## src/otp_mode_pkg.sv

```systemverilog
package otp_mode_pkg;

  // ---------------------------------------------------------------
  // register map
  // ---------------------------------------------------------------
  localparam logic [31:0] otp_ctrl_mode_addr = 32'h4000_8000;
  localparam logic [31:0] otp_ctrl_mode_rst  = 32'h0000_0000;
  localparam int          source_mux_pos     = 28;
  localparam int          fast_pos           = 8;
  localparam int          port_sel_pos       = 7;
  localparam int          two_cycle_pos      = 6;
  localparam int          flush_pos          = 5;
  localparam int          dma_use_pos        = 4;
  localparam int          mode_pos           = 0;

  // ---------------------------------------------------------------
  // encodings
  // ---------------------------------------------------------------
  localparam logic [1:0]  mux_bandgap        = 2'h0;
  localparam logic [1:0]  mux_rssi_rfio      = 2'h1;
  localparam logic [1:0]  mux_lna            = 2'h2;
  localparam logic [1:0]  mux_vco            = 2'h3;
  localparam logic [2:0]  code_standby       = 3'h0;
  localparam logic [2:0]  code_manual_read   = 3'h1;
  localparam logic [2:0]  code_manual_prog   = 3'h2;
  localparam logic [2:0]  code_auto_read     = 3'h3;
  localparam logic [2:0]  code_auto_prog     = 3'h4;
  localparam int          word_count_width   = 16;
  localparam logic [15:0] single_word_count  = 16'h0001;

  typedef enum logic [5:0] {
    st_standby     = 6'h01,
    st_manual_read = 6'h02,
    st_manual_prog = 6'h04,
    st_auto_read   = 6'h08,
    st_auto_prog   = 6'h10,
    st_test        = 6'h20
  } op_state_type;

endpackage : otp_mode_pkg

```

## src/prg_word_mux.sv

```systemverilog
module prg_word_mux
  import otp_mode_pkg::*;
(
  input  wire logic [1:0]  source_mux,
  input  wire logic [15:0] bandgap_trim_register,
  input  wire logic [15:0] rssi_compensation_register,
  input  wire logic [7:0]  rf_io_control_register,
  input  wire logic [4:0]  lna_control_third,
  input  wire logic [11:0] lna_control_second,
  input  wire logic [11:0] lna_control_first,
  input  wire logic [3:0]  vco_control_register,
  output logic      [31:0] word
);

  // ---------------------------------------------------------------
  // program-word source selection
  // ---------------------------------------------------------------
  always_comb begin
    case (source_mux)
      mux_bandgap:   word = {16'h0000, bandgap_trim_register};
      mux_rssi_rfio: word = {rssi_compensation_register, 8'h00,
                             rf_io_control_register};
      mux_lna:       word = {3'h0, lna_control_third,
                             lna_control_second,
                             lna_control_first};
      mux_vco:       word = {28'h000_0000, vco_control_register};
      default:       word = 32'h0000_0000;
    endcase
  end

endmodule : prg_word_mux

```

## src/read_pacer.sv

```systemverilog
module read_pacer
  import otp_mode_pkg::*;
(
  input  wire logic clock,
  input  wire logic rst,
  input  wire logic active,
  input  wire logic two_cycle,
  output logic      fetch
);

  typedef struct packed {
    logic phase;
    logic fetch;
  } pacer_type;

  pacer_type s_r;
  pacer_type s_nxt;

  // ---------------------------------------------------------------
  // one fetch per cycle, or one every second cycle
  // ---------------------------------------------------------------
  always_comb begin
    s_nxt       = s_r;
    s_nxt.fetch = active & (~two_cycle | ~s_r.phase);
    s_nxt.phase = active & two_cycle & ~s_r.phase;
  end

  always_ff @(posedge clock) begin
    if (rst) begin
      s_r <= '0;
    end else begin
      s_r <= s_nxt;
    end
  end

  assign fetch = s_r.fetch;

endmodule : read_pacer

```

## src/otp_mode_ctrl.sv

```systemverilog
module otp_mode_ctrl
  import otp_mode_pkg::*;
(
  input  wire logic        clock,
  input  wire logic        rst,
  // system bus access to the mode register
  input  wire logic        sys_wr,
  input  wire logic        sys_rd,
  input  wire logic [31:0] sys_addr,
  input  wire logic [31:0] sys_wdata,
  output logic      [31:0] sys_rdata,
  // serial interface write of the mode register
  input  wire logic        ser_wr,
  input  wire logic [31:0] ser_wdata,
  // trim register sources and word count
  input  wire logic [15:0] bandgap_trim_register,
  input  wire logic [15:0] rssi_compensation_register,
  input  wire logic [7:0]  rf_io_control_register,
  input  wire logic [4:0]  lna_control_third,
  input  wire logic [11:0] lna_control_second,
  input  wire logic [11:0] lna_control_first,
  input  wire logic [3:0]  vco_control_register,
  input  wire logic [15:0] word_count_setting,
  // controller side
  output logic      [31:0] program_word,
  output logic             fast_program_timing,
  output logic             fifo_flush,
  output logic             dma_enable,
  output logic             fifo_program_source,
  output logic             single_word_program,
  output logic      [15:0] program_word_total,
  output logic             read_fetch,
  output logic             standby_mode,
  output logic             manual_read_mode,
  output logic             manual_program_mode,
  output logic             automatic_read_mode,
  output logic             automatic_program_mode,
  output logic             test_mode,
  output logic             mode_sequence_error
);

  typedef struct packed {
    logic [1:0]   source_mux;
    logic         fast;
    logic         port_sel;
    logic         two_cycle;
    logic         dma_use;
    logic [2:0]   mode_code;
    op_state_type op;
    logic         flush;
    logic [31:0]  prg_word;
    logic [31:0]  rdata;
    logic         dma_en;
    logic         fifo_src;
    logic         single;
    logic [15:0]  total;
    logic         seq_err;
  } ctrl_type;

  ctrl_type    s_r;
  ctrl_type    s_nxt;
  logic [31:0] mux_word;
  logic [31:0] wr_data;
  logic        sys_hit_wr;
  logic        sys_hit_rd;
  logic        any_wr;
  logic        read_active;

  // ---------------------------------------------------------------
  // submodules
  // ---------------------------------------------------------------
  prg_word_mux u_mux (
    .source_mux                 (s_nxt.source_mux),
    .bandgap_trim_register      (bandgap_trim_register),
    .rssi_compensation_register (rssi_compensation_register),
    .rf_io_control_register     (rf_io_control_register),
    .lna_control_third          (lna_control_third),
    .lna_control_second         (lna_control_second),
    .lna_control_first          (lna_control_first),
    .vco_control_register       (vco_control_register),
    .word                       (mux_word)
  );

  assign read_active = s_r.op[1] | s_r.op[3];

  read_pacer u_pacer (
    .clock     (clock),
    .rst       (rst),
    .active    (read_active),
    .two_cycle (s_r.two_cycle),
    .fetch     (read_fetch)
  );

  // ---------------------------------------------------------------
  // register access
  // ---------------------------------------------------------------
  assign sys_hit_wr = sys_wr & (sys_addr == otp_ctrl_mode_addr);
  assign sys_hit_rd = sys_rd & (sys_addr == otp_ctrl_mode_addr);
  assign any_wr     = sys_hit_wr | ser_wr;
  assign wr_data    = sys_hit_wr ? sys_wdata : ser_wdata;

  always_comb begin
    s_nxt       = s_r;
    s_nxt.flush = 1'b0;
    s_nxt.rdata = 32'h0000_0000;
    if (any_wr) begin
      s_nxt.source_mux = wr_data[source_mux_pos +: 2];
      s_nxt.fast       = wr_data[fast_pos];
      s_nxt.port_sel   = wr_data[port_sel_pos];
      s_nxt.two_cycle  = wr_data[two_cycle_pos];
      s_nxt.mode_code  = wr_data[mode_pos +: 3];
      s_nxt.flush      = wr_data[flush_pos];
      // serial writes cannot enable bus mastering
      s_nxt.dma_use    = sys_hit_wr & wr_data[dma_use_pos];
      // flag leaving one active mode straight for another
      s_nxt.seq_err    = (s_r.mode_code != code_standby) &&
                         (s_nxt.mode_code != code_standby) &&
                         (s_nxt.mode_code != s_r.mode_code);
    end
    if (sys_hit_rd) begin
      // unnamed bits and the flush bit read as zero
      s_nxt.rdata[source_mux_pos +: 2] = s_r.source_mux;
      s_nxt.rdata[fast_pos]            = s_r.fast;
      s_nxt.rdata[port_sel_pos]        = s_r.port_sel;
      s_nxt.rdata[two_cycle_pos]       = s_r.two_cycle;
      s_nxt.rdata[dma_use_pos]         = s_r.dma_use;
      s_nxt.rdata[mode_pos +: 3]       = s_r.mode_code;
    end
    case (s_nxt.mode_code)
      code_standby:     s_nxt.op = st_standby;
      code_manual_read: s_nxt.op = st_manual_read;
      code_manual_prog: s_nxt.op = st_manual_prog;
      code_auto_read:   s_nxt.op = st_auto_read;
      code_auto_prog:   s_nxt.op = st_auto_prog;
      default:          s_nxt.op = st_test;
    endcase
    // data path choice of automatic programming
    s_nxt.fifo_src = (s_nxt.op == st_auto_prog) & ~s_nxt.port_sel;
    s_nxt.single   = (s_nxt.op == st_auto_prog) & s_nxt.port_sel;
    s_nxt.total    = s_nxt.single ? single_word_count
                                  : word_count_setting;
    // bus mastering only for automatic read and for automatic programming fed from the fifo
    s_nxt.dma_en   = s_nxt.dma_use & ~s_nxt.single &
                     ((s_nxt.op == st_auto_read) |
                      (s_nxt.op == st_auto_prog));
    s_nxt.prg_word = mux_word;
  end

  always_ff @(posedge clock) begin
    if (rst) begin
      s_r          <= '0;
      s_r.op       <= st_standby;
    end else begin
      s_r          <= s_nxt;
    end
  end

  // ---------------------------------------------------------------
  // outputs
  // ---------------------------------------------------------------
  assign sys_rdata              = s_r.rdata;
  assign program_word           = s_r.prg_word;
  assign fast_program_timing    = s_r.fast;
  assign fifo_flush             = s_r.flush;
  assign dma_enable             = s_r.dma_en;
  assign fifo_program_source    = s_r.fifo_src;
  assign single_word_program    = s_r.single;
  assign program_word_total     = s_r.total;
  assign standby_mode           = s_r.op[0];
  assign manual_read_mode       = s_r.op[1];
  assign manual_program_mode    = s_r.op[2];
  assign automatic_read_mode    = s_r.op[3];
  assign automatic_program_mode = s_r.op[4];
  assign test_mode              = s_r.op[5];
  assign mode_sequence_error    = s_r.seq_err;
endmodule : otp_mode_ctrl

```

## config.mk

```make
export PLATFORM = sky130hd
export DESIGN_NAME = otp_mode_ctrl
export DESIGN_NICKNAME = d
export VERILOG_FILES = /design/src/otp_mode_pkg.sv /design/src/prg_word_mux.sv /design/src/read_pacer.sv /design/src/otp_mode_ctrl.sv
export SDC_FILE = /design/constraint.sdc
export NUM_CORES = 1
export LEC_CHECK = 0
export BUFFER_PORTS_ARGS = -buffer_cell sky130_fd_sc_hd__buf_4
export CAP_MARGIN = 15
export CORE_AREA = 2 2 110 112
export CTS_BUF_LIST = sky130_fd_sc_hd__clkbuf_4 sky130_fd_sc_hd__clkbuf_8
export DETAILED_ROUTE_END_ITERATION = 16
export DIE_AREA = 0 0 112 114
export GPL_TIMING_DRIVEN = 0
export PLACE_DENSITY = 0.69
export SETUP_SLACK_MARGIN = 0.05
export SYNTH_ARGS = -nofsm -noshare
export SYNTH_HDL_FRONTEND = slang
export SYNTH_SLANG_ARGS = --single-unit
```

## constraint.sdc

```tcl
create_clock -name clock -period 5.7 [get_ports clock]
set_clock_uncertainty 0.05 [all_clocks]
set_input_delay 0.855 -clock clock [delete_from_list [all_inputs] [get_ports clock]]
set_output_delay 0.855 -clock clock [all_outputs]
set_load 0.01 [all_outputs]
```

; ---- Word-level counts from Yosys, hierarchy flattened
; Cells that the tools add are included.
[totals]
register_bits = 102
latchBits = 0
ramBits = 0
mem_bits_ro = 0
out_inout_bits = 93
elab_cells = 64
mem_count = 0
[op_classes]
add_sub_neg = 0
multipliers = 0
div_mod_pow = 0
order_cmp = 0
n_eq_ne = 11
shift = 0
muxes = 5
bitwise = 20
reduce_logical = 9
[ops]
columns = operator, count
row1 = $pmux 32 s4, 1
row2 = $eq 32x31->1 const B, 1
row3 = $mux 30, 1
row4 = $pmux 6 s5, 1
row5 = $mux 16, 1
row6 = $and 1x1->1, 10
row7 = $mux 9, 1
row8 = $eq 3x2->1 const B, 2
row9 = $eq 6x4->1 const B, 1
row10 = $eq 6x5->1 const B, 1
row11 = $not 1->1, 6
row12 = $reduce_bool 3->1, 2
row13 = $reduce_or 2->1, 3
row14 = $eq 2x2->1 const B, 2
row15 = $or 1x1->1, 4
row16 = $eq 3x1->1 const B, 1
row17 = $eq 3x3->1 const B, 1
row18 = $logic_not 3->1, 1
row19 = $ne 3x3->1, 1
row20 = $eq 2x1->1 const B, 1
row21 = $logic_and 1x1->1, 2
row22 = $logic_not 2->1, 1

; ---- Logic depth before layout (Yosys ltp)
[logic_depth]
depth_word = 12
depth_mapped = 8
mapped_depth_nobuf = 5

; ---- Hierarchy
; A second synthesis with hierarchy kept.
[hier_totals]
cells_unflattened = 385
area_unflattened_um2 = 3801.1
[by_module_without_submodules]
columns = module, n_inst, cells_per_inst, area_per_inst_um2, seq_area_each_um2
row1 = otp_mode_ctrl, 1, 327, 3223.1, 1541.5
row2 = prg_word_mux, 1, 53, 506.7, 0.0
row3 = read_pacer, 1, 5, 71.3, 40.0

; ---- Worst setup path after synthesis
; Ideal clock, no wire load.
[synth_path]
path_kind = input-to-reg
from = in ser_wr
to = reg s_r (netlist bit program_word[19])
setup_time_ns = 0.118
arrival_ns = 2.336
required_time_ns = 5.532
setup_slack_ns = 3.197
cell_stages = 7
path_buffers = 3
cell_sequence = buf_6 > mux2i_1 > a311oi_4 > o21a_1 > buf_6 > buf_12 > a32o_2
[synth_via]
elab_chain_cells = 4
elab_cells_between_ends = 7
classes_between = eq/ne (3) / mux (2) / bitwise (1) / reduce/logical (1)
[synth_rtl]
columns = element, line_no
row1 = start: declaration, otp_mode_ctrl.sv:13  ; input wire logic ser_wr,
row2 = $or 1x1->1 (*), otp_mode_ctrl.sv:99  ; assign any_wr = sys_hit_wr | ser_wr;
row3 = $mux 9 (*), otp_mode_ctrl.sv:106  ; if (any_wr) begin
row4 = "$eq 2x2->1, or another cell as far along", prg_word_mux.sv:19  ; case (source_mux)
row5 = $pmux 32 s4 (*), prg_word_mux.sv:19
row6 = end signal: assignment, otp_mode_ctrl.sv:154  ; s_r <= s_nxt;
row7 = end: declaration, otp_mode_ctrl.sv:60  ; ctrl_type s_r;
; Mark *: on every way between the ends. The rest lies on a longest branch, timed or not.
; A chain may end at the register's enable or synchronous reset.

; ---- Final worst setup path
[layout_path]
from = in sys_addr[10]
to = reg s_r (netlist bit mode_sequence_error)
[layout_via]
elab_chain_cells = 6
elab_cells_between_ends = 8
classes_between = eq/ne (2) / mux (1) / bitwise (2) / reduce/logical (3)
[layout_rtl]
columns = element, line_no
row1 = start: declaration, otp_mode_ctrl.sv:9  ; input wire logic [31:0] sys_addr,
row2 = $eq 32x31->1 (*), otp_mode_ctrl.sv:97  ; assign sys_hit_wr = sys_wr & (sys_addr == otp_ctrl_mode_addr);
row3 = $and 1x1->1 (*), otp_mode_ctrl.sv:97
row4 = $mux 30, otp_mode_ctrl.sv:100  ; assign wr_data = sys_hit_wr ? sys_wdata : ser_wdata;
row5 = $reduce_bool 3->1, otp_mode_ctrl.sv:117  ; (s_nxt.mode_code != code_standby) &&
row6 = $logic_and 1x1->1, otp_mode_ctrl.sv:116  ; s_nxt.seq_err = (s_r.mode_code != code_standby) &&
row7 = $logic_and 1x1->1, otp_mode_ctrl.sv:117
; Marked as above.

==> out/results.tsv <==
metric	value	unit
worst_path_max_delay_cell	nor3_4	
synth_cell_types	55	
core	11700	um^2
seq_area_frac_synth	38.5	%
cap_violations	0	
final_cell_count_no_fill	812	
critical_path_class	in2reg	
min_period	2.68	ns
cts_buffer_depth	2	
grt_max_degree	15	
fmax	374	MHz
pwr_density_cell	217	nW/um^2
nNetsFinal	850	
num_vias	3884	
gr-usage-met3	6.70	%
cts_hold_buffers	0	
rows	40	
synth_edf_count	0	
setup_violations	0	
worstReg2RegEnd	program_word[24]$_SDFF_PP0_	
end_kind	register	
ys.flop_type	dfxtp_1	
die_w	112	um
numCtsBuffers	9	
post-place-cells	796	
cts.sinks	79	
grt_pass1_wl	19.4	mm
cts_max_level	3	
yosys-top-cells-area	dfxtp_1, buf_4, mux2i_1	
top_usage_layer	met2	
grt.total_usage	19.3	%
clkSlewWorstSetupHoldPaths	0.08	ns
numPortBuffers	210	
crit_buf_inv	2	
critPathTopFamily	simple AND/OR/NAND/NOR gates	
dpl_cell_area	5960	um^2
final-hold-violation-count	0	
avgSynthCellArea	9.86	um^2
vias_per_cell	4.78	
ys_ff_latch	79	
grtUsageMet2	35.1	%
crit_path_end	mode_sequence_error$_SDFFE_PP0N_	
setup_tns	0	ns
fp.dieH	114	um
fin_crit_sh	46.9	%
cts_root_buf	clkbuf_8	
synthArstFlopShare	0	%
n_fill_cell	1091	
ctsResizeCount	0	
postCtsSetupBuffers	0	
r2r_cells	7	
firstDrtPassIters	4	
antenna_found_initial	0	
slowest_delay	0.50	ns
hpwlAfterDp	9.77	mm
met1_usage	21.4	%
gr-total-overflow	0	
synth_area	4110	um^2
outcome	finished clean	
drt_wl_total	12.3	mm
start_kind	primary input	
avgRoutedWirePerCell	15.2	um
path_depth	7	
antenna_cells	0	
synth_warnings	0	
grt_pass1_vias	4033	
clkLatencyLatePin	0.37	ns
synth_top_area_share	38.5	%
yosys.area.top_type	dfxtp_1	
post-route-util	52.7	%
crit_path_cell_trace	buf_4, nor4_2, nand4_1, buf_2, nor3_4, mux2i_1, o32a_1	
ioPinCount	283	
hold_class	reg2reg	
leakage	3.08	nW
area_delta_synth_final	50.0	%
max_slew_margin	34.9	%
synth_common_cells	buf_4, dfxtp_1, mux2i_1, o21ai_0, and3_1	
startpoint	sys_addr[10]	
gp_congestion	0.806	
reg2reg_slack	3.56	ns
vdd_drop_max	0.125	mV
tightest_slew	0.950	ns
rsz0062_at_grt	false	
cp_data_arrival_time	2.88	ns
route.antenna.remaining_nets	0	
hold_slack	0.372	ns
r2r_start	s_r[98]$_SDFF_PP0_	
first_iter_violations	152	
finalInstanceArea	6170	um^2
cts_tree	built	
drc	0	
cp.required	5.90	ns
yosysMostFrequentCell	buf_4	
drv_slew	0	
syn_inst	417	
cp_max_fo	10	
dieArea	12800	um^2
start_util	35.1	%
drive_gt1_share	53.2	%
==> sequential cells by signal, summed over array words and instances (netlist names), 8 cells and up <==
| signal | count |
|---|---|
| program_word | 32 |
| program_word_total | 16 |
| s_r | 8 |
| sys_rdata | 9 |
==> layout make-up <==
class | count | area (um^2) | area share [%]
plain buffers | 107 | 754 | 12.2
flip-flops and latches | 79 | 1580 | 25.6
clock buffers | 11 | 151 | 2.45
inverters | 8 | 30.0 | 0.487
clock inverters | 5 | 63.8 | 1.03
well taps | 147 | 184 | 2.98
repair buffers | 210 | 1580 | 25.5
multi-input cells | 245 | 1830 | 29.6
==> how the worst min path moves through the flow <==
stage / start / to / slack (ns) / cells past startpoint
5_1_grt: u_pacer.s_r[1]$_SDFF_PP0_ / u_pacer.s_r[1]$_SDFF_PP0_ / 0.42 / 1
3_5_place_dp: u_pacer.s_r[1]$_SDFF_PP0_ / u_pacer.s_r[1]$_SDFF_PP0_ / 0.36 / 1
4_1_cts: u_pacer.s_r[1]$_SDFF_PP0_ / u_pacer.s_r[1]$_SDFF_PP0_ / 0.38 / 1
2_1_floorplan: u_pacer.s_r[1]$_SDFF_PP0_ / u_pacer.s_r[1]$_SDFF_PP0_ / 0.35 / 1
6_report: u_pacer.s_r[1]$_SDFF_PP0_ / u_pacer.s_r[1]$_SDFF_PP0_ / 0.37 / 1
3_3_place_gp: u_pacer.s_r[1]$_SDFF_PP0_ / u_pacer.s_r[1]$_SDFF_PP0_ / 0.36 / 1
==> stage by stage <==
stage / worst slack, ns / power [mW]
5_1_grt: 2.78 / 1.41
6_report: 3.02 / 1.34
2_1_floorplan: 3.20 / 0.757
4_1_cts: 3.00 / 1.36
3_3_place_gp: 2.63 / 0.902
3_5_place_dp: 2.61 / 0.908
==> cell usage in the layout (no fill, tap or decap), types with 5 or more instances in the layout <==
master and instances:
clkbuf_8 11, a31oi_1 6, clkbuf_1 13, inv_1 8, a32o_1 7, o21ai_0 20, and3_1 19, and2_1 9
nor2_1 18, nor3_1 8, mux2i_1 29, dfxtp_1 79, a211oi_1 7, a21oi_1 14, nand2_1 8, a311oi_1 5
a32o_2 10, nor4_1 11, buf_4 291, buf_2 8, conb_1 23
==> cells by family (layout without fill, tap and decap cells) <==
| kind of cell | Yosys count | in the layout | synth area share [%] |
|---|---|---|---|
| xor+xnor | 4 | 4 | 0.852 |
| flops | 79 | 79 | 38.5 |
| buf+inv | 115 | 341 | 19.1 |
| mux | 33 | 33 | 8.43 |
| simple gates | 100 | 100 | 16.7 |
| other cells | 1 | 23 | 0.0912 |
| compound gates | 85 | 85 | 16.4 |
==> where the power goes <==
group	internal [mW]	switching (mW)	leakage, nW
Combinational	0.177	0.126	2.33
Sequential	0.581	0.0107	0.649
Clock	0.229	0.219	0.106
==> metal layers <==
layer | routed length [um] | up-vias
met1 | 4860 | 1788
li1 | - | 1906
met2 | 6330 | 177
met4 | 173 | 0
met5 | 0 | -
met3 | 973 | 13
No activity file was read; power rests on OpenSTA's default activity.
